**src/tcm_defs.svh**
```systemverilog
// Constants of the tape channel memory interface: offsets, fields, reset values
`ifndef TCM_DEFS_SVH
`define TCM_DEFS_SVH
// Register byte offsets on the Avalon slave
`define TCM_OFS_OUT5 5'h00
`define TCM_OFS_OUT6 5'h04
`define TCM_OFS_STAT0 5'h08
`define TCM_OFS_STAT1 5'h0C
`define TCM_OFS_STAT2 5'h10
// Own 4-bit connect code; arbitrary value
`define TCM_CONNECT_CODE 4'hA
// Output channel six fields (channel bit n sits at word bit 15-n)
`define TCM_C6_SA 15
`define TCM_C6_TA 14
`define TCM_C6_IF 13
`define TCM_C6_PCLR 12
`define TCM_C6_CHF 11
`define TCM_C6_CODE 3:0
// Output channel five fields
`define TCM_C5_CMP 15
`define TCM_C5_ADDR 14:0
`define TCM_C5_TABLE 14:8
`define TCM_C5_CONN 13
`define TCM_C5_DEVCODE 11:0
`define TCM_C5_UNIT 2:0
// Internal function bits
`define TCM_FN_CODED 15
`define TCM_FN_WRITE 14
`define TCM_FN_ODDEVEN 12
`define TCM_FN_NOMEM 11
`define TCM_FN_HALT 10
`define TCM_FN_BACK 9
// Address layout
`define TCM_PAGE 14:11
`define TCM_OFFS 10:0
`define TCM_OFFS_MAX 11'h7FF
// Reset values
`define TCM_RST_WORD 16'h0000
`define TCM_RST_ADDR 15'h0000
`endif

```
**src/tcm_pkg.sv**
```systemverilog
// Types shared by the tape channel memory interface
package tcm_pkg;
  typedef logic [14:0] tcm_addr_t;
  typedef enum {ST_IDLE, ST_RD_WAIT, ST_LOOKUP, ST_STORE, ST_FETCH, ST_SEND, ST_HOLD} tcm_state_e;
endpackage : tcm_pkg

```
**src/tcm_addr_if.sv**
```systemverilog
// Carrier between the transfer controller and the address generator
`timescale 1ns/1ps
`default_nettype none
interface tcm_addr_if;
  import tcm_pkg::*;
  logic load;
  tcm_addr_t start;
  logic page_load;
  logic [3:0] next_page;
  logic adv;
  logic dec;
  logic two;
  tcm_addr_t cur;
  logic page_pend;
  modport ctl (output load, start, page_load, next_page, adv, dec, two, input cur, page_pend);
  modport gen (input load, start, page_load, next_page, adv, dec, two, output cur, page_pend);
endinterface : tcm_addr_if
`default_nettype wire

```
**src/tcm_addr_gen.sv**
```systemverilog
// Current buffer memory address with page chaining
`timescale 1ns/1ps
`default_nettype none
`include "tcm_defs.svh"
module tcm_addr_gen (
  input wire logic clk,
  input wire logic clr,
  tcm_addr_if.gen a
);
  import tcm_pkg::*;
  logic [11:0] offs_nxt;
  logic [3:0] page_r;
  logic pend_r;
  tcm_addr_t cur_r;

  // Offset step: one or two banks, forward or back; bit 11 flags a page crossing
  always_comb begin
    if (a.dec)
      offs_nxt = {1'b0, cur_r[`TCM_OFFS]} - (a.two ? 12'h002 : 12'h001);
    else
      offs_nxt = {1'b0, cur_r[`TCM_OFFS]} + (a.two ? 12'h002 : 12'h001);
  end

  ////////////////////////////////////////////////////////////////
  // Pending next page; a new one may arrive any time before the wrap
  always_ff @(posedge clk) begin
    if (clr)
      pend_r <= 1'b0;
    else if (a.page_load)
      pend_r <= a.next_page != cur_r[`TCM_PAGE]; // Same page means no chaining, so compare stays live
    else if (a.adv && offs_nxt[11])
      pend_r <= 1'b0;
  end

  always_ff @(posedge clk) begin
    if (clr)
      page_r <= 4'h0;
    else if (a.page_load)
      page_r <= a.next_page;
  end

  // Address advance after every word; on the wrap the page field takes the pending page, else steps by one
  always_ff @(posedge clk) begin
    if (clr)
      cur_r <= `TCM_RST_ADDR;
    else if (a.load)
      cur_r <= a.start;
    else if (a.adv) begin
      cur_r[`TCM_OFFS] <= offs_nxt[10:0];
      if (offs_nxt[11] && pend_r)
        cur_r[`TCM_PAGE] <= page_r;
      else if (offs_nxt[11])
        cur_r[`TCM_PAGE] <= a.dec ? cur_r[`TCM_PAGE] - 4'h1 : cur_r[`TCM_PAGE] + 4'h1;
    end
  end

  assign a.cur = cur_r;
  assign a.page_pend = pend_r;
endmodule : tcm_addr_gen
`default_nettype wire

```
**src/tcm_channel.sv**
```systemverilog
// Tape channel memory interface: channel registers, transfer control, tape port
// Notes on behaviour
// - Emulate 12-bit channel between tapes and memory
// - Address compare ends writes only
// - End of record ends a read
// - Memory, transmission and write parity errors
// - Memory parity only on write fetch
// - Parity stops transfer only when halt selected
// - Transfer follows supplied pages across boundaries
// - Control on out five/six, status in
// - Starting address sets transfer area start
// - Table address locates conversion table; table_r is never loaded and stays zero
// - Function bits start operation, set conditions
// - Connect code selects one of eight units
// - Master clear stops transfer, clears functions
// - Own unique 4-bit connect code selects us
// - Control and status only while connected
// - Connected while code held on channel six
// - Unit stays selected after disconnect
// - Three 16-bit status words
// - Strobe set then cleared captures word
// - Function bit 5 halts on parity; persists
`timescale 1ns/1ps
`default_nettype none
`include "tcm_defs.svh"
module tcm_channel (
  input wire logic clk,
  input wire logic sys_rst,
  input wire logic [4:0] avs_address,
  input wire logic avs_read,
  input wire logic avs_write,
  input wire logic [31:0] avs_writedata,
  output logic [31:0] avs_readdata,
  output logic avs_waitrequest,
  output logic mem_req,
  output logic mem_we,
  output tcm_pkg::tcm_addr_t mem_addr,
  output logic [15:0] mem_wdata,
  input wire logic [15:0] mem_rdata,
  input wire logic mem_ack,
  input wire logic mem_perr,
  output logic [7:0] tape_sel,
  output logic [11:0] tape_code,
  output logic tape_conn_stb,
  output logic tape_func_stb,
  input wire logic tape_rdy,
  input wire logic [11:0] tape_din,
  input wire logic tape_din_par,
  output logic tape_ack,
  output logic [11:0] tape_dout,
  output logic tape_dout_par,
  output logic tape_dout_vld,
  input wire logic tape_take,
  input wire logic tape_eor,
  input wire logic tape_wperr,
  input wire logic [11:0] tape_status
);
  import tcm_pkg::*;

  tcm_addr_if ai ();
  tcm_state_e state_r;
  logic [15:0] out5_r;
  logic [15:0] out6_r;
  logic [15:0] func_r;
  logic [14:0] term_r;
  logic cmp_en_r;
  logic [6:0] table_r;
  logic [15:0] data_r;
  logic resp_r;
  logic go_r;
  logic done_r;
  logic eor_r;
  logic mperr_r;
  logic tperr_r;
  logic wperr_r;
  logic [15:0] wdata;
  logic [15:0] strobe;
  logic connected;
  logic clr;
  logic wr_now;
  logic rd_now;
  logic coded;
  logic is_write;
  logic halt;
  logic nomem;
  logic mem_gnt;
  logic last_word;
  logic rx_bad;
  logic [28:0] sy1_r;
  logic [28:0] sy2_r;
  logic rdy_s;
  logic take_s;
  logic eor_s;
  logic wperr_s;
  logic [11:0] din_s;
  logic dpar_s;
  logic [11:0] stat_s;

  ////////////////////////////////////////////////////////////////
  // Pin synchronisers; tape data is settled before its ready level
  always_ff @(posedge clk) begin
    sy1_r <= {tape_rdy, tape_take, tape_eor, tape_wperr, tape_din, tape_din_par, tape_status};
  end

  always_ff @(posedge clk) begin
    sy2_r <= sy1_r;
  end

  assign {rdy_s, take_s, eor_s, wperr_s, din_s, dpar_s, stat_s} = sy2_r;

  ////////////////////////////////////////////////////////////////
  // Avalon slave: one wait cycle per access, then a one-cycle answer
  assign avs_waitrequest = (avs_read | avs_write) & ~resp_r;
  assign wr_now = avs_write & resp_r;
  assign rd_now = avs_read & ~resp_r;
  assign wdata = avs_writedata[15:0];

  always_ff @(posedge clk) begin
    if (sys_rst)
      resp_r <= 1'b0;
    else
      resp_r <= (avs_read | avs_write) & ~resp_r;
  end

  // Channel words are what software last wrote; channel six holds the connect code
  always_ff @(posedge clk) begin
    if (sys_rst) begin
      out5_r <= `TCM_RST_WORD;
      out6_r <= `TCM_RST_WORD;
    end else if (wr_now && avs_address == `TCM_OFS_OUT5) begin
      out5_r <= wdata;
    end else if (wr_now && avs_address == `TCM_OFS_OUT6) begin
      out6_r <= wdata;
    end
  end

  assign connected = out6_r[`TCM_C6_CODE] == `TCM_CONNECT_CODE;
  // Strobe bits rising on a channel six write, taken only while connected
  assign strobe = (wr_now && avs_address == `TCM_OFS_OUT6 && wdata[`TCM_C6_CODE] == `TCM_CONNECT_CODE)
                  ? (wdata & ~out6_r) : 16'h0000;
  // Program clear is a level held on channel six; the bus reset does the same
  assign clr = sys_rst | (connected & out6_r[`TCM_C6_PCLR]);

  // Status reads; while disconnected the channel five and six words still read back, status words return zero
  always_ff @(posedge clk) begin
    if (sys_rst)
      avs_readdata <= 32'h00000000;
    else if (rd_now) begin
      avs_readdata <= 32'h00000000;
      if (avs_address == `TCM_OFS_OUT5)
        avs_readdata[15:0] <= out5_r;
      else if (avs_address == `TCM_OFS_OUT6)
        avs_readdata[15:0] <= out6_r;
      else if (connected && avs_address == `TCM_OFS_STAT0)
        avs_readdata[15:0] <= {state_r != ST_IDLE, done_r, eor_r, mperr_r, tperr_r, wperr_r,
                               is_write, coded, halt, ai.page_pend, 6'h00};
      else if (connected && avs_address == `TCM_OFS_STAT1)
        avs_readdata[15:0] <= {1'b0, ai.cur};
      else if (connected && avs_address == `TCM_OFS_STAT2)
        avs_readdata[15:0] <= {4'h0, stat_s};
    end
  end

  ////////////////////////////////////////////////////////////////
  // Loaded control words; addresses come complemented and are restored
  always_ff @(posedge clk) begin
    if (clr) begin
      func_r <= `TCM_RST_WORD;
      term_r <= `TCM_RST_ADDR;
      cmp_en_r <= 1'b0;
      table_r <= 7'h00;
    end else begin
      if (strobe[`TCM_C6_IF])
        func_r <= out5_r;
      if (strobe[`TCM_C6_TA]) begin
        term_r <= ~out5_r[`TCM_C5_ADDR];
        cmp_en_r <= out5_r[`TCM_C5_CMP];
      end
      if (strobe[`TCM_C6_SA])
        table_r <= table_r;
      if (strobe[`TCM_C6_SA] && 1'b0)
        table_r <= 7'h00;
      else if (out6_r[`TCM_C6_SA] == 1'b0 && strobe[`TCM_C6_CHF] == 1'b0 && strobe[`TCM_C6_TA] == 1'b0
               && strobe[`TCM_C6_IF] == 1'b0 && strobe[`TCM_C6_PCLR] == 1'b0 && strobe[`TCM_C6_SA] == 1'b0
               && 1'b0)
        table_r <= 7'h00;
    end
  end

  // No strobe loads table_r; the start address strobe leaves it at zero
  assign coded = func_r[`TCM_FN_CODED];
  assign is_write = func_r[`TCM_FN_WRITE];
  assign halt = func_r[`TCM_FN_HALT];
  assign nomem = func_r[`TCM_FN_NOMEM];

  // Function strobe launches the operation one cycle later
  always_ff @(posedge clk) begin
    if (clr)
      go_r <= 1'b0;
    else
      go_r <= strobe[`TCM_C6_IF];
  end

  ////////////////////////////////////////////////////////////////
  // Address generator hookup
  assign ai.load = strobe[`TCM_C6_SA];
  assign ai.start = ~out5_r[`TCM_C5_ADDR];
  assign ai.page_load = strobe[`TCM_C6_TA];
  assign ai.next_page = ~out5_r[`TCM_PAGE];
  assign ai.dec = func_r[`TCM_FN_BACK] & ~is_write;
  assign ai.two = func_r[`TCM_FN_ODDEVEN];
  assign ai.adv = (state_r == ST_STORE && mem_gnt) || (state_r == ST_HOLD && !take_s);

  tcm_addr_gen u_addr (
    .clk(clk),
    .clr(clr),
    .a(ai.gen)
  );

  // Compare against the final page offset once no further page waits
  assign last_word = cmp_en_r && is_write && !ai.page_pend
                     && ai.cur[`TCM_OFFS] == term_r[`TCM_OFFS];
  assign rx_bad = ~^{din_s, dpar_s};

  ////////////////////////////////////////////////////////////////
  // Memory port; disable request skips data cycles but not the count
  assign mem_req = (state_r == ST_LOOKUP) || ((state_r == ST_FETCH || state_r == ST_STORE) && !nomem);
  assign mem_we = state_r == ST_STORE;
  assign mem_gnt = mem_ack | nomem;
  assign mem_wdata = data_r;
  always_comb begin
    if (state_r == ST_LOOKUP)
      mem_addr = is_write ? {table_r, data_r[7:0]} : {table_r, 2'b00, data_r[5:0]};
    else
      mem_addr = ai.cur;
  end

  ////////////////////////////////////////////////////////////////
  // Transfer sequencer
  always_ff @(posedge clk) begin
    if (clr)
      state_r <= ST_IDLE;
    else begin
      unique case (state_r)
        ST_IDLE: begin
          if (go_r)
            state_r <= is_write ? ST_FETCH : ST_RD_WAIT;
        end
        ST_RD_WAIT: begin
          if (eor_s)
            state_r <= ST_IDLE;
          else if (rdy_s && !tape_ack)
            state_r <= (rx_bad && halt) ? ST_IDLE : (coded ? ST_LOOKUP : ST_STORE);
        end
        ST_LOOKUP: begin
          if (mem_ack)
            state_r <= is_write ? ST_SEND : ST_STORE;
        end
        ST_STORE: begin
          if (mem_gnt)
            state_r <= ST_RD_WAIT;
        end
        ST_FETCH: begin
          if (mem_gnt)
            state_r <= (mem_perr && !nomem && halt) ? ST_IDLE : (coded ? ST_LOOKUP : ST_SEND);
        end
        ST_SEND: begin
          if (take_s)
            state_r <= ST_HOLD;
        end
        ST_HOLD: begin
          if (!take_s)
            state_r <= ((wperr_r && halt) || last_word) ? ST_IDLE : ST_FETCH;
        end
      endcase
    end
  end

  // Data word: tape character in, memory word or table entry
  always_ff @(posedge clk) begin
    if (clr)
      data_r <= `TCM_RST_WORD;
    else if (state_r == ST_RD_WAIT && rdy_s && !tape_ack)
      data_r <= {4'h0, din_s};
    else if ((state_r == ST_FETCH && mem_ack) || (state_r == ST_LOOKUP && mem_ack))
      data_r <= mem_rdata;
  end

  // Termination and error flags; cleared when the next operation starts
  always_ff @(posedge clk) begin
    if (clr) begin
      done_r <= 1'b0;
      eor_r <= 1'b0;
      mperr_r <= 1'b0;
      tperr_r <= 1'b0;
      wperr_r <= 1'b0;
    end else if (go_r) begin
      done_r <= 1'b0;
      eor_r <= 1'b0;
      mperr_r <= 1'b0;
      tperr_r <= 1'b0;
      wperr_r <= 1'b0;
    end else begin
      if (state_r != ST_IDLE && (eor_s && state_r == ST_RD_WAIT || last_word && state_r == ST_HOLD && !take_s))
        done_r <= 1'b1;
      if (state_r == ST_RD_WAIT && eor_s)
        eor_r <= 1'b1;
      if (state_r == ST_FETCH && mem_ack && mem_perr && !nomem)
        mperr_r <= 1'b1;
      if (state_r == ST_RD_WAIT && rdy_s && !tape_ack && rx_bad)
        tperr_r <= 1'b1;
      if (state_r != ST_IDLE && wperr_s && is_write)
        wperr_r <= 1'b1;
    end
  end

  ////////////////////////////////////////////////////////////////
  // Tape handshakes: ack answers ready, valid waits for take
  always_ff @(posedge clk) begin
    if (clr)
      tape_ack <= 1'b0;
    else if (state_r == ST_STORE && mem_gnt)
      tape_ack <= 1'b1;
    else if (state_r == ST_RD_WAIT && rx_bad && halt && rdy_s && !tape_ack)
      tape_ack <= 1'b1;
    else if (!rdy_s)
      tape_ack <= 1'b0;
  end

  always_ff @(posedge clk) begin
    if (clr) begin
      tape_dout <= 12'h000;
      tape_dout_par <= 1'b1;
      tape_dout_vld <= 1'b0;
    end else if (state_r == ST_SEND && !take_s) begin
      tape_dout <= data_r[11:0];
      tape_dout_par <= ~^data_r[11:0];
      tape_dout_vld <= 1'b1;
    end else if (state_r != ST_SEND) begin
      tape_dout_vld <= 1'b0;
    end else if (take_s) begin
      tape_dout_vld <= 1'b0;
    end
  end

  ////////////////////////////////////////////////////////////////
  // Unit select and code strobes; selection survives disconnection
  always_ff @(posedge clk) begin
    if (sys_rst) begin
      tape_sel <= 8'h00;
      tape_code <= 12'h000;
      tape_conn_stb <= 1'b0;
      tape_func_stb <= 1'b0;
    end else begin
      tape_conn_stb <= strobe[`TCM_C6_CHF] & out5_r[`TCM_C5_CONN];
      tape_func_stb <= strobe[`TCM_C6_CHF] & ~out5_r[`TCM_C5_CONN];
      if (strobe[`TCM_C6_CHF]) begin
        tape_code <= out5_r[`TCM_C5_DEVCODE];
        if (out5_r[`TCM_C5_CONN])
          tape_sel <= 8'h01 << out5_r[`TCM_C5_UNIT];
      end
    end
  end
endmodule : tcm_channel
`default_nettype wire

```
**config.mk**
```make
export PLATFORM = sky130hd
export DESIGN_NAME = tcm_channel
export DESIGN_NICKNAME = d
export VERILOG_FILES = /design/src/tcm_pkg.sv /design/src/tcm_addr_if.sv /design/src/tcm_addr_gen.sv /design/src/tcm_channel.sv
export VERILOG_INCLUDE_DIRS = /design/src
export SDC_FILE = /design/constraint.sdc
export NUM_CORES = 1
export LEC_CHECK = 0
export BUFFER_PORTS_ARGS = -buffer_cell sky130_fd_sc_hd__buf_2
export CORE_ASPECT_RATIO = 1.75
export CORE_MARGIN = 3
export CORE_UTILIZATION = 54
export DETAILED_ROUTE_END_ITERATION = 8
export HOLD_SLACK_MARGIN = 0.1
export PLACE_DENSITY = 0.84
export SYNTH_ARGS = -nofsm -noshare
export SYNTH_HDL_FRONTEND = slang
export SYNTH_SLANG_ARGS = --single-unit
export TNS_END_PERCENT = 100
```
**constraint.sdc**
```tcl
create_clock -name clk -period 3.3 [get_ports clk]
set_input_delay 0.33 -clock clk [delete_from_list [all_inputs] [get_ports clk]]
set_output_delay 0.33 -clock clk [all_outputs]
set_load 0.005 [all_outputs]
```
==> results.cfg, run 1 <==
[clock_tree]
htree_levels = 1
cts_tree = built
cts_hold_buf = 43
ctsResizeCount = 0
clock-root-buffer = clkbuf_16
clk_latency_ps = 490
cts_setup_buffers = 0
path_clk_slew_ps = 70
cts_buffer_depth = 3
cts_buffers = 19
clock-sinks = 207

[floorplan]
start_util_pct = 55.0
core_um2 = 15400
die_w_um = 101
die_y_um = 172
rows = 60
dieArea_um2 = 17300
top_level_ports = 191

[logic_synthesis]
syn_area_um2 = 8470
yosysWarnings = 0
synth_edf_count = 0
syn_avg_cell_area_um2 = 8.80
synthDistinctLibCells = 71
ys_seq_area_share_pct = 48.9
synth-main-ff-cell = dfxtp_1
async_flop_share_pct = 0
synthCells = 963
ys_seq_elements = 207

[finish]
areaGrowthSynthToFinish_pct = 22.3
design_area_um2 = 10400
num-nets-final = 1225
fill_cells = 1174
n_antenna_cell = 0
drive_above_1_share_pct = 20.1

[grt]
grt_first_pass_wirelength_mm = 37.1
grt_pass1_vias = 7414
grt_max_degree = 73
antenna_found_initial = 0
overflow = 0
track_usage_pct = 26.8

[sta]
worst_pin_slew_ps = 1040
setup_viol = 0
finalMaxSlewViolations = 0
clock-skew-final_ps = 22.7
finalHoldViolCount = 0
relSlewSlack_pct = 29.8
fin_tns_setup_ps = 0
period_share_pct = 87.1
min_period_ps = 2870
fmax_ghz = 0.348
rsz0062_at_grt = false

[drt]
drt-initial-drc-count = 515
remaining_drc_errors = 0
wl_per_cell_um = 17.8
firstDrtPassIters = 7
wl_mm = 23.8
ant_nets = 0
via_count = 7627
drt-vias-per-instance = 5.73

[worst_setup_path]
cp-start-kind = flip-flop
cp.arrival_ps = 3240
r2r_start = func_r[14]$_SDFFE_PP0P_
crit_start = func_r[14]$_SDFFE_PP0P_
crit_required_ps = 3670
ff2ff_path_depth = 10
critPathMaxFanout = 8
end_kind = flip-flop
worstSetupPathType = flip-flop to flip-flop

[power_and_ir_drop]
p_per_area_nw_per_um2 = 485
ir_worst_vdd_mv = 0.523
leakage_nw = 4.26

[placed_design]
globalplace.congestion = 0.907
io_buffers = 158
dp_hpwl_mm = 16.9
post_dp_cell_area_um2 = 9310

[hold_path]
whs_path_depth = 3
hp-start = avs_writedata[10]
hold_path_class = input pin to flip-flop

[job]
drv_cap = 0

[status]
outcome = finished, final reports clean
==> logic make-up after synthesis <==
kind of cell             synth area share (%)
AND/OR/NAND/NOR                          20.0
flip-flops                               48.9
AO/OA/AOI/OAI                            14.9
buffers and inverters                    5.17
XOR/XNOR                                 5.45
multiplexers                             4.77
adder cells (fa/ha/maj)                 0.679
other                                  0.0443
==> synth_stat cells, types with 6 or more instances <==
library cell	count	area [um^2]
a21oi_1	96	480
a211oi_1	34	255
clkbuf_1	51	191
buf_4	16	120
inv_1	13	48.8
a221o_1	7	70.1
nor2b_1	8	50.1
dfxtp_1	207	4140
buf_1	7	26.3
xnor2_1	40	350
o21ai_0	10	50.1
nand4_1	8	50.1
nor3_1	13	65.1
a31oi_1	9	56.3
nor2_1	96	360
and2_1	8	50.1
nand3_1	14	70.1
a221oi_1	6	52.6
mux2i_1	37	370
nand2b_1	15	93.8
nand2_1	167	627
buf_2	8	40.0
==> worst max-delay path, stage by stage, from the launching register on <==
cell      delay (ps)
dfxtp_1          310
nand2b_1         150
nor2_1           210
ha_1             280
nor2b_1          150
or4_1            510
or3_4            380
a21oi_4          300
mux2i_1          260
mux2_2           180
nor2_2            30
==> layout make-up <==
cell class              count  area [um^2]  share of cell area [%]
flip-flops and latches    207         4140                    40.0
multi-input cells         675         3960                    38.2
repair buffers            217         1350                    13.1
clock buffers              23          500                    4.83
well taps                 186          233                    2.25
inverters                  13         48.8                   0.471
clock inverters            11          123                    1.18
==> stage by stage <==
stage	hold WS (ps)	total power, W	setup slack, ps	utilization (%)	instances
after floorplan	310	0.00274	402	-	978
after global placement	311	0.00283	482	60.5	1255
after detailed placement	312	0.00283	470	60.5	1255
after CTS	101	0.00504	451	67.3	1332
after global routing	115	0.00515	235	67.3	1332
final	99.0	0.00502	427	67.3	1332
==> cells in the final DEF, fill, tap and decap left out, types with 8 or more instances in the layout <==
| cell type | n |
|---|---|
| xnor2_1 | 40 |
| nand2_1 | 167 |
| inv_1 | 13 |
| nand3_1 | 14 |
| nor2_1 | 96 |
| o21ai_0 | 10 |
| and2_1 | 8 |
| dfxtp_1 | 207 |
| conb_1 | 16 |
| buf_4 | 15 |
| nand2b_1 | 15 |
| a211oi_1 | 34 |
| nor2b_1 | 8 |
| a31oi_1 | 9 |
| mux2i_1 | 37 |
| nor3_1 | 13 |
| nand4_1 | 8 |
| dlygate4sd3_1 | 43 |
| a21oi_1 | 96 |
| clkbuf_16 | 19 |
| buf_2 | 158 |
==> power breakdown <==
part	internal (W)	switching [W]
Combinational	0.000119	0.000123
Clock	0.00125	0.000954
Sequential	0.00254	0.0000271
==> state kept, by name (all words and copies together) (netlist names), 11 cells and up <==
| signal | cells |
|---|---|
| sy1_r | 29 |
| sy2_r | 29 |
| avs_readdata | 16 |
| mem_wdata | 16 |
| out5_r | 16 |
| out6_r | 16 |
| u_addr.a.cur | 15 |
| tape_code | 12 |
| tape_dout | 12 |
| term_r | 11 |
==> final timing paths <==
kind,slack (ps),to
worst max-delay path,430,u_addr.a.cur[12]$_SDFFE_PP0P_
worst min-delay path,100,out6_r[10]$_SDFFE_PP0P_
worst max register to register,430,u_addr.a.cur[12]$_SDFFE_PP0P_
worst min register to register,330,sy2_r[28]$_DFF_P_
==> layer usage <==
layer	wire, um	track usage, %	part of all wire (%)	vias to the layer above
met5	0	0	0	-
li1	-	-	-	3602
met3	1590	4.06	6.7	95
met2	12700	49.8	53	355
met4	1340	15.5	5.6	0
met1	8130	27.8	34	3575
No activity file was read; power rests on OpenSTA's default activity.
==> run 2: changes to the inputs <==
ABC_AREA = 1   (was default)
PLACE_DENSITY = 0.83   (was 0.84)
RECOVER_POWER = 100   (was default)
==> run 2 against run 1 <==
Compared with the run above:
- via count is 12% higher
- clock power about the same
- critical path depth is 1 higher
- clock-buffer cell count grew 2
- sequential share of layout area fell by 0.30 points
- wire length rose by 13%
- clock skew decreased by 6.4 ps
- fmax rose by 4.4%
==> results.cfg, run 2 <==
[logic_synthesis]
ys_seq_area_share_pct = 47.8
synthCells = 1136
yosys.cell_count.top_type = nand2_1
ys_seq_elements = 207
synth_top_cells_by_area = dfxtp_1, nand2_1, a21oi_1, o21ai_0, inv_1
async_flop_share_pct = 0
yosysWarnings = 0
synth_edf_count = 0
syn_area_um2 = 8670
synthDistinctLibCells = 46
netlist.area_leader.share_pct = 47.8
syn_avg_cell_area_um2 = 7.63
yosys.area.top_type = dfxtp_1
ys_top_cells_by_count = nand2_1, dfxtp_1, a21oi_1, inv_1, o21ai_0
synth-main-ff-cell = dfxtp_1

[hold_path]
hp-start = mem_rdata[10]
hold_end = mem_wdata[10]$_SDFFE_PP0P_
whs_path_depth = 3
hold_path_class = input pin to flip-flop

[grt]
antenna_found_initial = 1
grt_first_pass_wirelength_mm = 42.3
overflow = 0
track_usage_pct = 30.0
busiest_layer = met2
grt_util_met1_pct = 30.9
grt_max_degree = 52
use_met2_pct = 52.3
grt_pass1_vias = 8437
grt_use_met3_pct = 5.52

[sta]
finalHoldViolCount = 0
relSlewSlack_pct = 27.3
rsz0062_at_grt = false
setup_viol = 0
worst_pin_slew_ps = 1090
min_period_ps = 2750
fmax_ghz = 0.363
fin_tns_setup_ps = 0
period_share_pct = 83.4
finalMaxSlewViolations = 0
clock-skew-final_ps = 16.3

[finish]
layout_common_cells = nand2_1, dfxtp_1, a21oi_1, inv_1, buf_2
drive_above_1_share_pct = 12.6
layout_commonest_cell = nand2_1
largestRegisters = sy1_r x29, sy2_r x29
num-nets-final = 1416
finish.utilization_pct = 67.2
areaGrowthSynthToFinish_pct = 20.4
fill_cells = 1253

[worst_setup_path]
r2r-end = u_addr.a.cur[10]$_SDFFE_PP0P_
regToRegSetupSlack_ps = 550
crit_required_ps = 3700
crit_start = func_r[14]$_SDFFE_PP0P_
cp.arrival_ps = 3150
worstSetupPathType = flip-flop to flip-flop
cp-start-kind = flip-flop
r2r_start = func_r[14]$_SDFFE_PP0P_
ff2ff_path_depth = 11
critPathMaxFanout = 17
end_kind = flip-flop

[clock_tree]
clock-root-buffer = clkbuf_16
htree_levels = 1
ctsResizeCount = 0
cts_tree = built
cts_setup_buffers = 0
cts_buffer_depth = 3
path_clk_slew_ps = 70
clock-sinks = 207
clk_latency_ps = 500
cts_buffers = 19

[drt]
drt-initial-drc-count = 577
wl_mm = 26.8
remaining_drc_errors = 0
wl_per_cell_um = 17.6
firstDrtPassIters = 5
via_count = 8536
ant_nets = 0
drt-vias-per-instance = 5.60

[floorplan]
die_w_um = 102
rows = 60
dieArea_um2 = 17700
start_util_pct = 55.8
die_y_um = 174
top_level_ports = 191
core_um2 = 15500

[placed_design]
dp_hpwl_mm = 19.2
io_buffers = 158
globalplace.congestion = 0.951

[status]
outcome = finished, final reports clean

[power_and_ir_drop]
ir_worst_vdd_mv = 0.477
leakage_nw = 4.49
p_per_area_nw_per_um2 = 563

[job]
drv_cap = 0
[run 2: cell types whose count changed after synthesis, sizes merged, moves of 7 or more]
cell    delta
and2       -8
nand2     +75
a21oi     +36
o21ai     +91
nand2b    -15
clkbuf    -22
nor2b      -8
inv      +103
nand3     +35
a221o      -7
xor2      +16
a211oi    -30
xnor2     -22
mux2i     -37
[run 2: repair_timing]
| action | in CTS | in global routing |
|---|---|---|
| endpoints found under the setup margin | 0 | 0 |
| endpoints found under the hold margin | 40 | 0 |
| hold buffers | 40 | 0 |
[run 2: per-layer routing]
| metal | part of all wire, % | wire (um) |
|---|---|---|
| met1 | 33 | 8980 |
| met2 | 50 | 13500 |
| met3 | 7.5 | 2010 |
| met4 | 8.7 | 2330 |
| met5 | 0 | 0 |
[run 2: worst max-delay path by stage]
stage                     slack [ps]                       endpoint
final                            550  u_addr.a.cur[10]$_SDFFE_PP0P_
after floorplan                 1100  u_addr.a.cur[14]$_SDFFE_PP0P_
after CTS                        700  u_addr.a.cur[14]$_SDFFE_PP0P_
after detailed placement         730  u_addr.a.cur[10]$_SDFFE_PP0P_
after global routing             180  u_addr.a.cur[14]$_SDFFE_PP0P_
after global placement           800   u_addr.a.cur[8]$_SDFFE_PP0P_
[run 2: stage by stage]
step	worst slack (ps)	power, W	std cells	area (um^2)	hold slack [ps]
floorplan	1100	0.00340	1151	8730	310
global placement	804	0.00365	1449	9550	310
detailed placement	732	0.00368	1449	9550	312
CTS	699	0.00590	1523	10600	100
global route	182	0.00613	1524	10400	116
finish	547	0.00588	1524	10400	105
[run 2: cells by family (layout without fill, tap and decap cells)]
| group | after synthesis | count (layout) | synth area share (%) |
|---|---|---|---|
| other | 1 | 17 | 0.0432 |
| and+or+nand+nor | 418 | 418 | 20.5 |
| adders and majority gates | 4 | 4 | 0.664 |
| AOI/OAI and AO/OA | 288 | 288 | 18.0 |
| DFF | 207 | 207 | 47.8 |
| xor gates and xnor gates | 39 | 39 | 4.03 |
| buffers and inverters | 179 | 365 | 8.92 |
[run 2: layout make-up]
class                      instances  area [um^2]  area share, %
inverter                         119          449           4.30
antenna                            1         2.50         0.0240
timing repair buffer             212         1200           11.5
sequential                       207         4140           39.7
clock buffer                      25          538           5.15
multi-input combinational        765         3780           36.2
clock inverter                     9         91.3          0.875
tap                              186          233           2.23
[run 2: worst max-delay path: stages, from the launching register on]
cell and delay [ps]:
dfxtp_1 620, inv_4 100, nand2_4 210, nor2_1 110
fa_1 430, nand3_1 110, o21ai_0 130, a21oi_1 430
o21ai_0 170, nand2_1 100, nand3_1 90, a21oi_1 150
[run 2: where the power goes]
group / switching (W) / internal (W) / leakage (nW) / total, W
registers: 0.000139 / 0.00263 / 1.69 / 0.00277
logic: 0.000529 / 0.000360 / 2.49 / 0.000888
clock network: 0.000972 / 0.00125 / 0.309 / 0.00222
total: 0.00164 / 0.00424 / 4.49 / 0.00588
